## config.mk

```make
export PLATFORM = sky130hd
export DESIGN_NAME = mode_control_cascade_config
export DESIGN_NICKNAME = d
export VERILOG_FILES = /design/src/mode_control_cascade_config.v
export VERILOG_INCLUDE_DIRS = /design/src
export SDC_FILE = /design/constraint.sdc
export NUM_CORES = 1
export LEC_CHECK = 0
export BUFFER_PORTS_ARGS = -buffer_cell sky130_fd_sc_hd__buf_2
export CORE_AREA = 3 3 82 69
export CTS_CLUSTER_SIZE = 20
export DETAILED_ROUTE_END_ITERATION = 8
export DIE_AREA = 0 0 85 72
export SLEW_MARGIN = 20
export SYNTH_ARGS = -nofsm -noshare
export SYNTH_HDL_FRONTEND = slang
export SYNTH_SLANG_ARGS = --single-unit
```

## constraint.sdc

```tcl
create_clock -name sys_clk -period 2.2 [get_ports sys_clk]
set_input_delay 0.11 -clock sys_clk [delete_from_list [all_inputs] [get_ports sys_clk]]
set_output_delay 0.11 -clock sys_clk [all_outputs]
set_load 0.05 [all_outputs]
```

## src/mode_ctrl_consts.vh

```
`ifndef MODE_CTRL_CONSTS_VH
`define MODE_CTRL_CONSTS_VH
// ==========================================================
// register offsets within the memory window
`define ADDR_W 13
`define OFS_DEV_SELECT 13'h100A
`define OFS_MODE_CTRL 13'h100C
`define OFS_DEV_CONFIG 13'h100E
`define OFS_MODE_CONFIRM 13'h1072
// boot block sections 0 and 3 of the 8KB window
`define SEC_BOOT_LO 2'h0
`define SEC_BOOT_HI 2'h3
// ==========================================================
// field positions
`define MODE_LSB 0
`define MODE_MSB 1
`define MODE_EN_BIT 2
`define BOOT_FLAG_BIT 3
`define RST_FLAG_BIT 4
`define MAX_IDX_LSB 4
`define MAX_IDX_MSB 5
`define IF_CFG_BIT 7
`define IO_SUPPLY_BIT 0
// ==========================================================
// modes and reset values
`define MODE_RESET 2'h0
`define MODE_NORMAL 2'h1
`define MODE_DPD 2'h2
`define RST_SELECT 2'h0
`define RST_MAX_IDX 2'h0
`endif

```

## src/mode_control_cascade_config.v

```verilog
`include "mode_ctrl_consts.vh"
module mode_control_cascade_config (
   // clock and reset
   input wire sys_clk,
   input wire resetn,
   // host bus, one-cycle strobes
   input wire [12:0] bus_addr,
   input wire bus_wr,
   input wire bus_rd,
   input wire [7:0] bus_wdata,
   output reg [7:0] bus_rdata_ff,
   output reg bus_rvalid_ff,
   // reset cause events from pins and detectors
   input wire external_reset_input_n,
   input wire boot_detect_trig,
   input wire voltage_detect_trig,
   // straps
   input wire [1:0] cascade_id_strap,
   input wire io_supply_high,
   input wire if_cfg_strap,
   // status out
   output reg [1:0] op_mode_ff,
   output reg chip_selected_ff,
   output reg boot_block_map_en_ff
);

// ==========================================================
// synchronisers for pin inputs
// only the second flop of each pair is ever read by logic
reg [1:0] s1_ff;
reg [1:0] s2_ff;
reg [1:0] s3_ff;
reg [1:0] id1_ff;
reg [1:0] id2_ff;
reg s4a_ff;
reg s4b_ff;
reg s5a_ff;
reg s5b_ff;

// external reset pin; inverted so that high means asserted
always @(posedge sys_clk or negedge resetn) begin
   if (!resetn) begin
      s1_ff <= 2'h0;
   end else begin
      s1_ff <= {s1_ff[0], ~external_reset_input_n};
   end
end

// boot detector trigger
always @(posedge sys_clk or negedge resetn) begin
   if (!resetn) begin
      s2_ff <= 2'h0;
   end else begin
      s2_ff <= {s2_ff[0], boot_detect_trig};
   end
end

// internal voltage detector trigger
always @(posedge sys_clk or negedge resetn) begin
   if (!resetn) begin
      s3_ff <= 2'h0;
   end else begin
      s3_ff <= {s3_ff[0], voltage_detect_trig};
   end
end

// cascade id straps; static pins, so a skew between bits settles
always @(posedge sys_clk or negedge resetn) begin
   if (!resetn) begin
      id1_ff <= 2'h0;
      id2_ff <= 2'h0;
   end else begin
      id1_ff <= cascade_id_strap;
      id2_ff <= id1_ff;
   end
end

// io supply level
always @(posedge sys_clk or negedge resetn) begin
   if (!resetn) begin
      s4a_ff <= 1'b0;
      s4b_ff <= 1'b0;
   end else begin
      s4a_ff <= io_supply_high;
      s4b_ff <= s4a_ff;
   end
end

// interface strap
always @(posedge sys_clk or negedge resetn) begin
   if (!resetn) begin
      s5a_ff <= 1'b0;
      s5b_ff <= 1'b0;
   end else begin
      s5a_ff <= if_cfg_strap;
      s5b_ff <= s5a_ff;
   end
end

wire ext_rst = s1_ff[1];
wire boot_trig = s2_ff[1];
wire volt_trig = s3_ff[1];
wire [1:0] strap_id = id2_ff;

// ==========================================================
// state
reg [1:0] sel_ff;
reg [1:0] max_idx_ff;
reg boot_flag_ff;
reg rst_flag_ff;
reg pend_ff;
reg [7:0] pend_data_ff;

function is_boot_addr;
   input [12:0] a;
   begin
      is_boot_addr = (a[12:11] == `SEC_BOOT_LO) ||
         (a[12:11] == `SEC_BOOT_HI);
   end
endfunction

// exact register offset match; shared by the write decodes
function reg_hit;
   input [12:0] a;
   input [12:0] ofs;
   begin
      reg_hit = (a == ofs);
   end
endfunction

// selection gates every register cycle, except a write to the select register
wire id_match = (sel_ff == strap_id);
wire in_reset = (op_mode_ff == `MODE_RESET);
wire wr_sel = bus_wr && reg_hit(bus_addr, `OFS_DEV_SELECT);
wire wr_ctrl = bus_wr && id_match && reg_hit(bus_addr, `OFS_MODE_CTRL);
wire wr_conf = bus_wr && id_match && reg_hit(bus_addr, `OFS_MODE_CONFIRM);
wire wr_cfg = bus_wr && id_match && reg_hit(bus_addr, `OFS_DEV_CONFIG);
// any access other than a boot block read breaks a pending pair
wire other_cyc = (bus_wr || (bus_rd && !is_boot_addr(bus_addr)));
wire pair_ok = wr_conf && pend_ff && (bus_wdata == ~pend_data_ff) &&
   pend_data_ff[`MODE_EN_BIT];
wire [1:0] req_mode = pend_data_ff[`MODE_MSB:`MODE_LSB];
wire mode_legal = (req_mode != 2'h3);
wire hw_reset_entry = ext_rst || volt_trig || boot_trig;
// flag clears ride on a control write outside reset mode
wire clr_boot = wr_ctrl && !in_reset && bus_wdata[`BOOT_FLAG_BIT];
wire clr_rst = wr_ctrl && !in_reset && bus_wdata[`RST_FLAG_BIT];

// ==========================================================
// mode and pending pair
// pair tracker states
localparam PAIR_IDLE = 1'b0;
localparam PAIR_ARMED = 1'b1;

// a reset event outranks a pair that completes in the same cycle
reg [1:0] nxt_mode;
always @* begin
   nxt_mode = op_mode_ff;
   if (hw_reset_entry) begin
      nxt_mode = `MODE_RESET;
   end else if (pair_ok && mode_legal) begin
      nxt_mode = req_mode;
   end
end

// armed by a control write; any access but a boot block read or a control write disarms
// so a stray confirm can never complete a stale pair
reg nxt_pend;
always @* begin
   nxt_pend = pend_ff;
   case (pend_ff)
      PAIR_IDLE: begin
         if (wr_ctrl) begin
            nxt_pend = PAIR_ARMED;
         end
      end
      PAIR_ARMED: begin
         if (wr_ctrl) begin
            nxt_pend = PAIR_ARMED;
         end else if (other_cyc) begin
            nxt_pend = PAIR_IDLE;
         end
      end
      default: begin
         nxt_pend = PAIR_IDLE;
      end
   endcase
end

always @(posedge sys_clk or negedge resetn) begin
   if (!resetn) begin
      op_mode_ff <= `MODE_RESET;
      pend_ff <= PAIR_IDLE;
      pend_data_ff <= 8'h00;
   end else begin
      op_mode_ff <= nxt_mode;
      pend_ff <= nxt_pend;
      // a later control write replaces the byte the confirm must match
      if (wr_ctrl) begin
         pend_data_ff <= bus_wdata;
      end
   end
end

// ==========================================================
// sticky reset cause flags; a new event beats the clear
always @(posedge sys_clk or negedge resetn) begin
   if (!resetn) begin
      boot_flag_ff <= 1'b0;
      rst_flag_ff <= 1'b1;
   end else begin
      if (boot_trig) begin
         boot_flag_ff <= 1'b1;
      end else if (clr_boot) begin
         boot_flag_ff <= 1'b0;
      end
      if (ext_rst || volt_trig) begin
         rst_flag_ff <= 1'b1;
      end else if (clr_rst) begin
         rst_flag_ff <= 1'b0;
      end
   end
end

// ==========================================================
// select and configuration; not touched by reset mode entry
always @(posedge sys_clk or negedge resetn) begin
   if (!resetn) begin
      sel_ff <= `RST_SELECT;
      max_idx_ff <= `RST_MAX_IDX;
   end else begin
      if (wr_sel) begin
         sel_ff <= bus_wdata[1:0];
      end
      if (wr_cfg && !in_reset) begin
         max_idx_ff <= bus_wdata[`MAX_IDX_MSB:`MAX_IDX_LSB];
      end
   end
end

// ==========================================================
// read path
reg [7:0] rd_val;
always @* begin
   rd_val = 8'h00;
   case (bus_addr)
      `OFS_DEV_SELECT: rd_val = {6'h00, sel_ff};
      `OFS_MODE_CTRL: rd_val = {3'h0, rst_flag_ff, boot_flag_ff, 1'b0,
         op_mode_ff};
      `OFS_DEV_CONFIG: rd_val = {s5b_ff, 1'b0, max_idx_ff, 3'h0, s4b_ff};
      default: rd_val = 8'h00;
   endcase
   if (in_reset || !id_match) begin
      rd_val = 8'h00;
   end
end

// boot block reads answer even when this die is not selected
always @(posedge sys_clk or negedge resetn) begin
   if (!resetn) begin
      bus_rdata_ff <= 8'h00;
      bus_rvalid_ff <= 1'b0;
   end else begin
      bus_rvalid_ff <= bus_rd && (id_match || is_boot_addr(bus_addr));
      bus_rdata_ff <= bus_rd ? rd_val : 8'h00;
   end
end

// ==========================================================
// status outputs
always @(posedge sys_clk or negedge resetn) begin
   if (!resetn) begin
      chip_selected_ff <= 1'b0;
      boot_block_map_en_ff <= 1'b0;
   end else begin
      chip_selected_ff <= id_match;
      // boot block of this die mapped only if strap within index range
      boot_block_map_en_ff <= (strap_id <= max_idx_ff);
   end
end

endmodule // mode_control_cascade_config

```

After elaboration in Yosys (flattened, before gate mapping)
Index checks and enable logic that the tools add are counted.

Muxes and demuxes: 13. Bitwise logic cells: 3. Magnitude comparators: 1. Reduce and logical (&&, ||, !) cells: 29. Equal/unequal tests: 8.

Operators by type and width (number): == test 13 bit, second input constant (4); case mux 8 bit (3 select lines) (1); two-way mux 8 bit (2); logical AND 1 bit (15); == test 8 bit (1); NOT 8 bit (1); two-way mux 1 bit (7); logical OR 1 bit (6); nonzero test 2 bit (3); zero test 2 bit (2); two-way mux 2 bit (2); zero test 1 bit (3); == test 2 bit (1); == test 2 bit, second input constant (1); <= comparator 2 bit (1); inequality test 2 bit, second input constant (1); NOT 1 bit (2); case mux 1 bit (2 select lines) (1).

Flip-flop bits (word level): 42. Logic and storage cells: 74. Bits of input ports: 32. Output and inout bits: 13.

Logic depth before layout (Yosys ltp)
Gate-level depths: netlist of the first run.

Depth after elaboration: 9. Mapped depth: 5. Mapped depth without buffers: 4.

Least setup slack after synthesis of the first run
Ideal clock, no wire load.

Path kind: register -> register. Start: register op_mode_ff[0]. End: register max_idx_ff[0]. Period minus slack after synthesis: 1.742 ns. Required time: 2.075 ns. Setup time: 0.125 ns. Arrival: 1.617 ns. Setup slack: 0.458 ns. Stages on the path, launching flop included: 5. Path through: dfrtp_1 or2_2 nand3_1 nor4_1 mux2_2.

Cells in the longest elaborated chain, start to end: 3.

Ends and longest elaborated chain: from (decl) (RTL line mode_control_cascade_config.v:22) `output reg [1:0] op_mode_ff,`; from (signal assigned) (RTL line mode_control_cascade_config.v:192) `` op_mode_ff <= `MODE_RESET; ``; from (signal assigned) (RTL line mode_control_cascade_config.v:196) `op_mode_ff <= nxt_mode;`; zero test 2 bit (no source line); zero test 1 bit (RTL line mode_control_cascade_config.v:235) `if (wr_cfg && !in_reset) begin`; logical AND 1 bit (RTL line mode_control_cascade_config.v:235); to (signal assigned) (RTL line mode_control_cascade_config.v:230) `` max_idx_ff <= `RST_MAX_IDX; ``; to (signal assigned) (RTL line mode_control_cascade_config.v:236) `` max_idx_ff <= bus_wdata[`MAX_IDX_MSB:`MAX_IDX_LSB]; ``; to (decl) (RTL line mode_control_cascade_config.v:108) `reg [1:0] max_idx_ff;`.

Every way passes these cells. A chain may end at the register's enable or synchronous reset.

Worst setup path in the final report of the first run
Start: register id2_ff[0]. End: register pend_data_ff[5].

Cells in the longest elaborated chain, start to end: 3.

Ends and longest elaborated chain: from (decl) (RTL line mode_control_cascade_config.v:34) `reg [1:0] id2_ff;`; from (signal assigned) (RTL line mode_control_cascade_config.v:74) `id2_ff <= id1_ff;`; == test 2 bit (RTL line mode_control_cascade_config.v:132) `wire id_match = (sel_ff == strap_id);`; logical AND 1 bit (2 in a row) (RTL line mode_control_cascade_config.v:135) `` wire wr_ctrl = bus_wr && id_match && reg_hit(bus_addr, `OFS_MODE_CTRL); ``; to (signal assigned) (RTL line mode_control_cascade_config.v:200) `pend_data_ff <= bus_wdata;`; to (decl) (RTL line mode_control_cascade_config.v:112) `reg [7:0] pend_data_ff;`.

Every way passes these cells.

==> metrics.sh, run 1 <==
GLOBALROUTEMET3UTIL_PCT=3.97
SYNTHESIS.YOSYS.WARNINGS=0
FMAXACHIEVABLE_GHz=0.526
LEADING_AREA_CONTRIBUTOR_AFTER_SYNTHESIS='sky130_fd_sc_hd__dfrtp_1'
FINALSETUPTNS_PS=0
TIMING.CRITICAL_PATH.ARRIVAL_PS=2080
LAYOUT.CELL_AREA.NON_FILLER_SQ_MM=0.00217
FINAL_SETUP_MARGIN_PS=297
NETLIST_AREA_SQ_MM=0.00169
FRACTION_OF_FINAL_LAYOUT_CELLS_SIZED_BEYOND_DRIVE_STRENGTH_1_PCT=38.4
CLOCK_SINK_COUNT=40
RUN_STATUS='completed'
CLOCK_INSERTION_DELAY_WORST_SKEW_PS=290
NETS=223
PRE_CTS_SLACK_PS=312
GRT_MAX_DEGREE=41
ROUTE.FINAL.WIRE_LENGTH_UM=3350
HOLD_SLACK_PS=59.0
DRT-PASS1-ITER-COUNT=4
TRITONCTS.NUM_BUFFERS=5
TIMING.MAX_SLEW.REL_SLACK_PCT=42.6
PLACEMENT_ROWS=23
CRIT_TYPE='flip-flop to flip-flop'
INITIAL_UTILIZATION_PCT=34.3
SYNTH_TOP_FLOP_CELL='sky130_fd_sc_hd__dfrtp_1'
WORST_HOLD_PATH_TYPE='input port to flip-flop'
LAYOUT_WORST_PATH_CYCLE_SHARE_PCT=86.5
PWR-SHARE-SEQ_PCT=49.5
GRT_UTIL_MET2_PCT=16.8
R2R-START='id2_ff[0]'
CP_SLOWEST_CELL='sky130_fd_sc_hd__nor3_4'
DRT_ITER0_MARKERS=80
R2R-END='pend_data_ff[5]'
RSZ0062_AT_GRT='false'
WORST_MIN_PATH_START='bus_wdata[2]'
P_PER_CELL_AREA_mW_PER_MM2=706
FIN_TOTAL_PWR_mW=1.53
POSTSYNTH.ASYNCRESETSHARE_PCT=100
CLK_ROOT_BUFFER_CELL='sky130_fd_sc_hd__clkbuf_8'
DRT_DRC=0
GLOBAL_ROUTE.USAGE.TOTAL_PCT=11.6
FINAL.SETUP_SKEW_PS=6.44
DETAIL-ROUTE-ANTENNA-NETS=0
FINAL_MAX_SLEW_VIOL_COUNT=0
CORE_REGION_AREA_SQ_MM=0.00492
CRITICAL_PATH.CELL_CHAIN='xnor2_1 -> nand2_1 -> nor3_4 -> mux2_2'
FLOW.AREA_GROWTH_FROM_SYNTHESIS_PCT=28.4
DR_TOTAL_VIAS=1177
FIRST_GLOBAL_VIAS=1156
NUMBER_OF_REGISTER_BITS_INFERRED_BY_SYNTHESIS=40
GRT.OVERFLOW.TOTAL=0
POWER.SHARE.SWITCHING_PCT=21.7
WORSTMARGINPINSLEW_PS=861
FILLERINSTANCES=464
TOP_CELL_TYPE_S_SHARE_OF_SYNTHESIZED_AREA_PCT=57.8
POWER.IR.VDD_WORST_uV=484
MAX-CLOCK-PATH-BUFFERS=2
DIE-AREA_SQ_MM=0.00612
TIMING.HOLD.WORST_PATH_DEPTH=2
MINIMUM_PERIOD_IMPLIED_BY_THE_FINAL_WORST_SETUP_SLACK_PS=1900
ANTENNA_FOUND_INITIAL=0
GLOBAL_ROUTE_WIRE_LENGTH_BEFORE_REPAIR_UM=5380
YOSYSUNIQUECELLTYPES=36
HOLD-PATH-ENDPOINT='pend_data_ff[2]'
FLOORPLAN.IO_PINS=45
DIE_HEIGHT_UM=72
GR-MAX-USAGE-LAYER='met2'
PLACE.PORT_BUFFERS=42
CRITPATHMAXSTAGEDELAY_PS=500
CRITICAL_PATH.STARTPOINT_TYPE='flip-flop'
REG2REG_SETUP_SLACK_PS=300
FINAL_CELLS=252
WORST-R2R-CELL-COUNT=4
PWR-SHARE-CLK_PCT=42.4
HTREE_LEVELS=2
CRIT_PATH_END_KIND='flip-flop'
GRT_UTIL_MET1_PCT=15.7
FINISH.UTILIZATION_PCT=44.1
TRITONCTS='yes'
CRITPATHMAXFANOUT=9
DP_CELLS=236
INTERNAL-POWER_mW=1.20
REPORT.FINAL.HOLD_VIOL_COUNT=0
LEAKAGEPOWER_nW=1.05
ANTENNA_CELLS=0
PLACEMENT.CELL_AREA_SQ_MM=0.00196
GPL.FINAL_WEIGHTED_CONGESTION=0.818
VIASPERCELL=4.67
PLACED_WIRE_LENGTH_ESTIMATE_UM=2550
SYNTHESIZED_AREA_DIVIDED_BY_SYNTHESIZED_CELL_COUNT_SQ_UM=12.6
POST_DRT_WL_PER_CELL_UM=13.3
POST_CTS_REPAIR_RESIZE_COUNT=0
SYNTH_AREA_LEADERS='sky130_fd_sc_hd__dfrtp_1 (58%), sky130_fd_sc_hd__mux2_2 (8.7%), sky130_fd_sc_hd__nand2_1 (3.1%), sky130_fd_sc_hd__xnor2_1 (2.6%), sky130_fd_sc_hd__nor4_2 (2.2%)'
TIMING.FINAL.SETUP_VIOLATIONS=0
DIEWIDTH_UM=85
SYNTH-EDFF-COUNT=0
NETSWITCHINGPOWER_mW=0.332
CP_DATA_REQUIRED_TIME_PS=2380
COMBINATIONALPOWERSHARE_PCT=8.1
DRV_CAP=0
SEQUENTIAL_AREA_SHARE_AFTER_SYNTHESIS_PCT=59.3
CLK_PIN_SLEW_PS=80
SYN-INSTANCE-COUNT=134
-- flip-flops by register name (all words and copies together) (netlist names) --
name,flops
pend_data_ff,8
bus_rdata_ff,6
id1_ff,2
id2_ff,2
max_idx_ff,2
op_mode_ff,2
s1_ff,2
s2_ff,2
s3_ff,2
sel_ff,2
boot_block_map_en_ff,1
boot_flag_ff,1
bus_rvalid_ff,1
chip_selected_ff,1
pend_ff,1
rst_flag_ff,1
s4a_ff,1
s4b_ff,1
s5a_ff,1
s5b_ff,1
-- critical path: cells and delay by family, from the launching register on --
kind / cells / cell delay [ps]
muxes: 1 / 390
DFF: 1 / 400
and+or+nand+nor: 2 / 720
xor gates and xnor gates: 1 / 270
-- what timing repair did --
action	4_1_cts	5_1_grt
setup endpoints to repair	0	0
hold buffers	8	0
endpoints found under the hold margin	46	0
setup buffers	0	0
-- cell type report --
cell class,count,area [sq um],area share (%)
Sequential cell,40,1000,46.2
Multi-Input combinational cell,83,636,29.3
Timing Repair Buffer,51,298,13.7
Clock buffer,7,96.3,4.44
Tap cell,62,77.6,3.58
Clock inverter,1,30.0,1.38
Inverter,8,30.0,1.38
-- cells in the mapped netlist (2+ instances only) --
cell and n:
sky130_fd_sc_hd__dfrtp_1 39, sky130_fd_sc_hd__nand2_1 14, sky130_fd_sc_hd__mux2_2 13, sky130_fd_sc_hd__inv_1 8, sky130_fd_sc_hd__xnor2_1 5, sky130_fd_sc_hd__nor2_1 4
sky130_fd_sc_hd__nor3_1 4, sky130_fd_sc_hd__xor2_1 4, sky130_fd_sc_hd__mux2i_1 3, sky130_fd_sc_hd__nand3_1 3, sky130_fd_sc_hd__nor4_2 3, sky130_fd_sc_hd__a21oi_1 2
sky130_fd_sc_hd__buf_2 2, sky130_fd_sc_hd__buf_4 2, sky130_fd_sc_hd__ha_1 2, sky130_fd_sc_hd__nand3b_1 2, sky130_fd_sc_hd__nand4b_1 2, sky130_fd_sc_hd__nor4_1 2
sky130_fd_sc_hd__o21ai_0 2, sky130_fd_sc_hd__or4_1 2
-- logic make-up (layout without fill, tap and decap cells) --
logic type                 after synthesis  after routing  synth area share [%]
xor gates and xnor gates                 9              9                  4.67
adders and majority gates                2              2                  1.48
DFF                                     40             40                  59.3
other                                    1              2                 0.222
muxes                                   16             16                  10.4
AOI/OAI and AO/OA                        8              8                  3.11
and+or+nand+nor                         46             46                  17.5
buffers and inverters                   12             67                  3.26
-- layout by cell type (no fill, tap or decap), types with 2 or more instances in the layout --
cell type and n:
sky130_fd_sc_hd__xnor2_1 5, sky130_fd_sc_hd__dfrtp_1 39, sky130_fd_sc_hd__nand4b_1 2, sky130_fd_sc_hd__nor4_1 2, sky130_fd_sc_hd__nor4_2 3, sky130_fd_sc_hd__mux2i_1 3, sky130_fd_sc_hd__o21ai_0 2, sky130_fd_sc_hd__dlygate4sd3_1 8
sky130_fd_sc_hd__buf_2 42, sky130_fd_sc_hd__nor3_1 4, sky130_fd_sc_hd__a21oi_1 2, sky130_fd_sc_hd__nand3b_1 2, sky130_fd_sc_hd__inv_1 8, sky130_fd_sc_hd__clkbuf_8 7, sky130_fd_sc_hd__xor2_1 4, sky130_fd_sc_hd__or4_1 2
sky130_fd_sc_hd__ha_1 2, sky130_fd_sc_hd__nor2_1 4, sky130_fd_sc_hd__nand2_1 14, sky130_fd_sc_hd__conb_1 2, sky130_fd_sc_hd__mux2_2 13, sky130_fd_sc_hd__nand3_1 3
-- how the worst max path moves through the flow --
stage,slack (ps),start,endpoint,cells after the start
global route,170,id2_ff[0],pend_data_ff[4],4
finish,300,id2_ff[0],pend_data_ff[5],4
global placement,330,bus_addr[7],pend_data_ff[6],5
detailed placement,310,bus_addr[7],pend_data_ff[5],5
floorplan,460,op_mode_ff[0],max_idx_ff[0],4
CTS,310,id2_ff[0],pend_data_ff[5],4
-- per-layer routing --
layer / wire [um] / vias to the layer above
met4: 63 / 0
li1: - / 570
met2: 1430 / 43
met5: 0 / -
met1: 1610 / 558
met3: 239 / 6
-- power groups by stage --
| stage | combinational (mW) | clock [mW] | sequential (mW) |
|---|---|---|---|
| 4_1_cts | 0.126 | 0.670 | 0.758 |
| 3_5_place_dp | 0.115 | 0 | 0.773 |
| 3_3_place_gp | 0.116 | 0 | 0.772 |
| 6_report | 0.125 | 0.649 | 0.758 |
| 5_1_grt | 0.138 | 0.703 | 0.760 |
| 2_1_floorplan | 0.0425 | 0 | 0.785 |
Note: power is estimated with default switching activity, not from simulation.
==> run 2, diff against run 1 <==
Settings changed: BUFFER_PORTS_ARGS -buffer_cell sky130_fd_sc_hd__buf_2 to default, DONT_BUFFER_PORTS from default to 1.
==> metrics.sh, run 2 (same netlist as run 1, synthesis figures left out) <==
RUN_STATUS='completed'
POWER.IR.VDD_WORST_uV=477  # -1.6%
MINIMUM_PERIOD_IMPLIED_BY_THE_FINAL_WORST_SETUP_SLACK_PS=1880  # -23.9 ps
FILLERINSTANCES=451  # -2.8%
FINALSETUPTNS_PS=0  # unchanged
BUFFERING_STAGE_COUNT_ON_THE_WORST_PATH_WITH_INVERTERS_INCLUDED=0  # unchanged
REGISTERS.TOP_BY_FF_COUNT='pend_data_ff'
NETS=193  # -13%
DIE_HEIGHT_UM=72  # unchanged
TIMING.CRITICAL_PATH.ARRIVAL_PS=2070  # about the same
GRT.OVERFLOW.TOTAL=0  # unchanged
FINAL_SETUP_MARGIN_PS=321  # +23.9 ps
LEAKAGEPOWER_nW=0.918  # -13%
FINAL_CELL_MIX='sky130_fd_sc_hd__dfrtp_1 (39), sky130_fd_sc_hd__dlygate4sd3_1 (18), sky130_fd_sc_hd__nand2_1 (14)'
FRACTION_OF_FINAL_LAYOUT_CELLS_SIZED_BEYOND_DRIVE_STRENGTH_1_PCT=20.6  # -18 points
CRIT_TYPE='flip-flop to flip-flop'
CP_SLOWEST_CELL='sky130_fd_sc_hd__nor4_1'
CORE_REGION_AREA_SQ_MM=0.00492  # unchanged
LAYOUT.CELLS.MOST_COMMON='sky130_fd_sc_hd__dfrtp_1'
REG2REG_SETUP_SLACK_PS=320  # +20 ps
CRITPATHMAXFANOUT=3  # -6
FIRST_GLOBAL_VIAS=1167  # +0.95%
POST_CTS_REPAIR_RESIZE_COUNT=0  # unchanged
ROUTE.FINAL.WIRE_LENGTH_UM=3560  # +6.2%
LAYOUT_WORST_PATH_CYCLE_SHARE_PCT=85.4  # -1.1 points
WORSTMARGINPINSLEW_PS=520  # -341 ps
DRV_CAP=0  # unchanged
FLOW.AREA_GROWTH_FROM_SYNTHESIS_PCT=22.7
VIASPERCELL=4.96  # +6.2%
CRITICAL_PATH.CELL_CHAIN='xnor2_1 -> nand4b_1 -> nor4_1 -> mux2_2'
MAX-CLOCK-PATH-BUFFERS=2  # unchanged
PLACED_WIRE_LENGTH_ESTIMATE_UM=2620  # +3.1%
FINAL_MAX_SLEW_VIOL_COUNT=0  # unchanged
RSZ0062_AT_GRT='false'
DRT_ITER0_MARKERS=63  # -21%
CRIT_PATH_END_KIND='flip-flop'
DRT-PASS1-ITER-COUNT=4  # unchanged
DR_TOTAL_VIAS=1101  # -6.5%
TRITONCTS.NUM_BUFFERS=5  # unchanged
GRT_MAX_DEGREE=41  # unchanged
LARGEST_REGISTER_FFS=8  # unchanged
FMAXACHIEVABLE_GHz=0.532  # +1.3%
CLOCK_INSERTION_DELAY_WORST_SKEW_PS=300  # about the same
HOLD_SLACK_PS=13.7  # -45.3 ps
TIMING.MAX_SLEW.REL_SLACK_PCT=65.0  # +22 points
PRE_CTS_SLACK_PS=332  # +19.7 ps
BIGGESTREGSBYFLOPS='pend_data_ff x8, bus_rdata_ff x6'
FLOORPLAN.IO_PINS=45  # unchanged
PLACE.PORT_BUFFERS=0  # -100%
CLK_PIN_SLEW_PS=80  # about the same
P_PER_CELL_AREA_mW_PER_MM2=710  # +0.59%
WORST_HOLD_PATH_TYPE='input port to flip-flop'
HTREE_LEVELS=2  # unchanged
CLK_ROOT_BUFFER_CELL='sky130_fd_sc_hd__clkbuf_8'
GLOBAL_ROUTE.USAGE.TOTAL_PCT=12.5  # +0.94 points
POST_DRT_WL_PER_CELL_UM=16.0  # +21%
GPL.FINAL_WEIGHTED_CONGESTION=0.923  # +13%
DIEWIDTH_UM=85  # unchanged
CRITICAL-PATH-TOP-DELAY-FAMILY='simple AND/OR/NAND/NOR gates'
FIN_TOTAL_PWR_mW=1.47  # -3.9%
FINAL.SETUP_SKEW_PS=8.52  # +2.09 ps
ANTENNA_FOUND_INITIAL=0  # unchanged
REPORT.FINAL.HOLD_VIOL_COUNT=0  # unchanged
CRITPATHMAXSTAGEDELAY_PS=530  # +30 ps
FINISH.UTILIZATION_PCT=42.1  # -2.0 points
CP_DATA_REQUIRED_TIME_PS=2390  # about the same
DIE-AREA_SQ_MM=0.00612  # unchanged
CTS_POST_SETUP_BUFFERS_INSERTED=0  # unchanged
CLOCK_SINK_COUNT=40  # unchanged
GLOBAL_ROUTE_WIRE_LENGTH_BEFORE_REPAIR_UM=5870  # +9.2%
CRITICAL_PATH.STARTPOINT_TYPE='flip-flop'
DETAIL-ROUTE-ANTENNA-NETS=0  # unchanged
INITIAL_UTILIZATION_PCT=34.3  # unchanged
TIMING.FINAL.SETUP_VIOLATIONS=0  # unchanged
TRITONCTS='yes'
PLACEMENT_ROWS=23  # unchanged
DRT_DRC=0  # unchanged
ANTENNA_CELLS=0  # unchanged
run 2: layout make-up:
type / count / area, sq um / area share (%)
Sequential cell: 40 / 1000 / 48.4
Multi-Input combinational cell: 83 / 636 / 30.7
Timing Repair Buffer: 21 / 215 / 10.4
Tap cell: 62 / 77.6 / 3.74
Clock buffer: 5 / 68.8 / 3.32
Clock inverter: 3 / 42.5 / 2.05
Inverter: 8 / 30.0 / 1.45
run 2: stage by stage:
step	instance area [sq um]	instances
floorplan	1690	135
CTS	2070	222
global route	2070	222
finish	2070	222
global placement	1760	195
detailed placement	1760	195
run 2: report_power, final:
| part | total, mW | leakage [nW] | internal [mW] | switching, mW |
|---|---|---|---|---|
| logic | 0.0892 | 0.350 | 0.0425 | 0.0466 |
| clock network | 0.609 | 0.0541 | 0.336 | 0.273 |
| registers | 0.773 | 0.513 | 0.751 | 0.0220 |
| total | 1.47 | 0.918 | 1.13 | 0.342 |
run 2: repair_timing:
action | in CTS | in global routing
endpoints found under the setup margin | 0 | 0
endpoints found under the hold margin | 65 | 0
hold buffers | 19 | 0
run 2: worst paths after layout:
check | startpoint | endpoint | depth (start not counted)
worst max-delay path | id2_ff[0] | max_idx_ff[1] | 4
worst min-delay path | bus_addr[1] | bus_rdata_ff[1] | 3
worst max register to register | id2_ff[0] | max_idx_ff[1] | 4
worst min register to register | s4a_ff | s4b_ff | 0
max in group asynchronous | resetn | rst_flag_ff | 2
min in group asynchronous | resetn | pend_data_ff[3] | 2
run 2: metal layers:
layer | wire length [um] | up-vias | GRT usage, %
met1 | 1580 | 535 | 16.6
met5 | 0 | - | 0
met3 | 279 | 6 | 4.77
met4 | 53 | 0 | 4.22
li1 | - | 514 | -
met2 | 1640 | 46 | 18.9
run 2: tightest hold or removal path, delay by kind of cell:
family,cells,cell delay (ps)
and+or+nand+nor,2,90
AOI/OAI and AO/OA,1,60
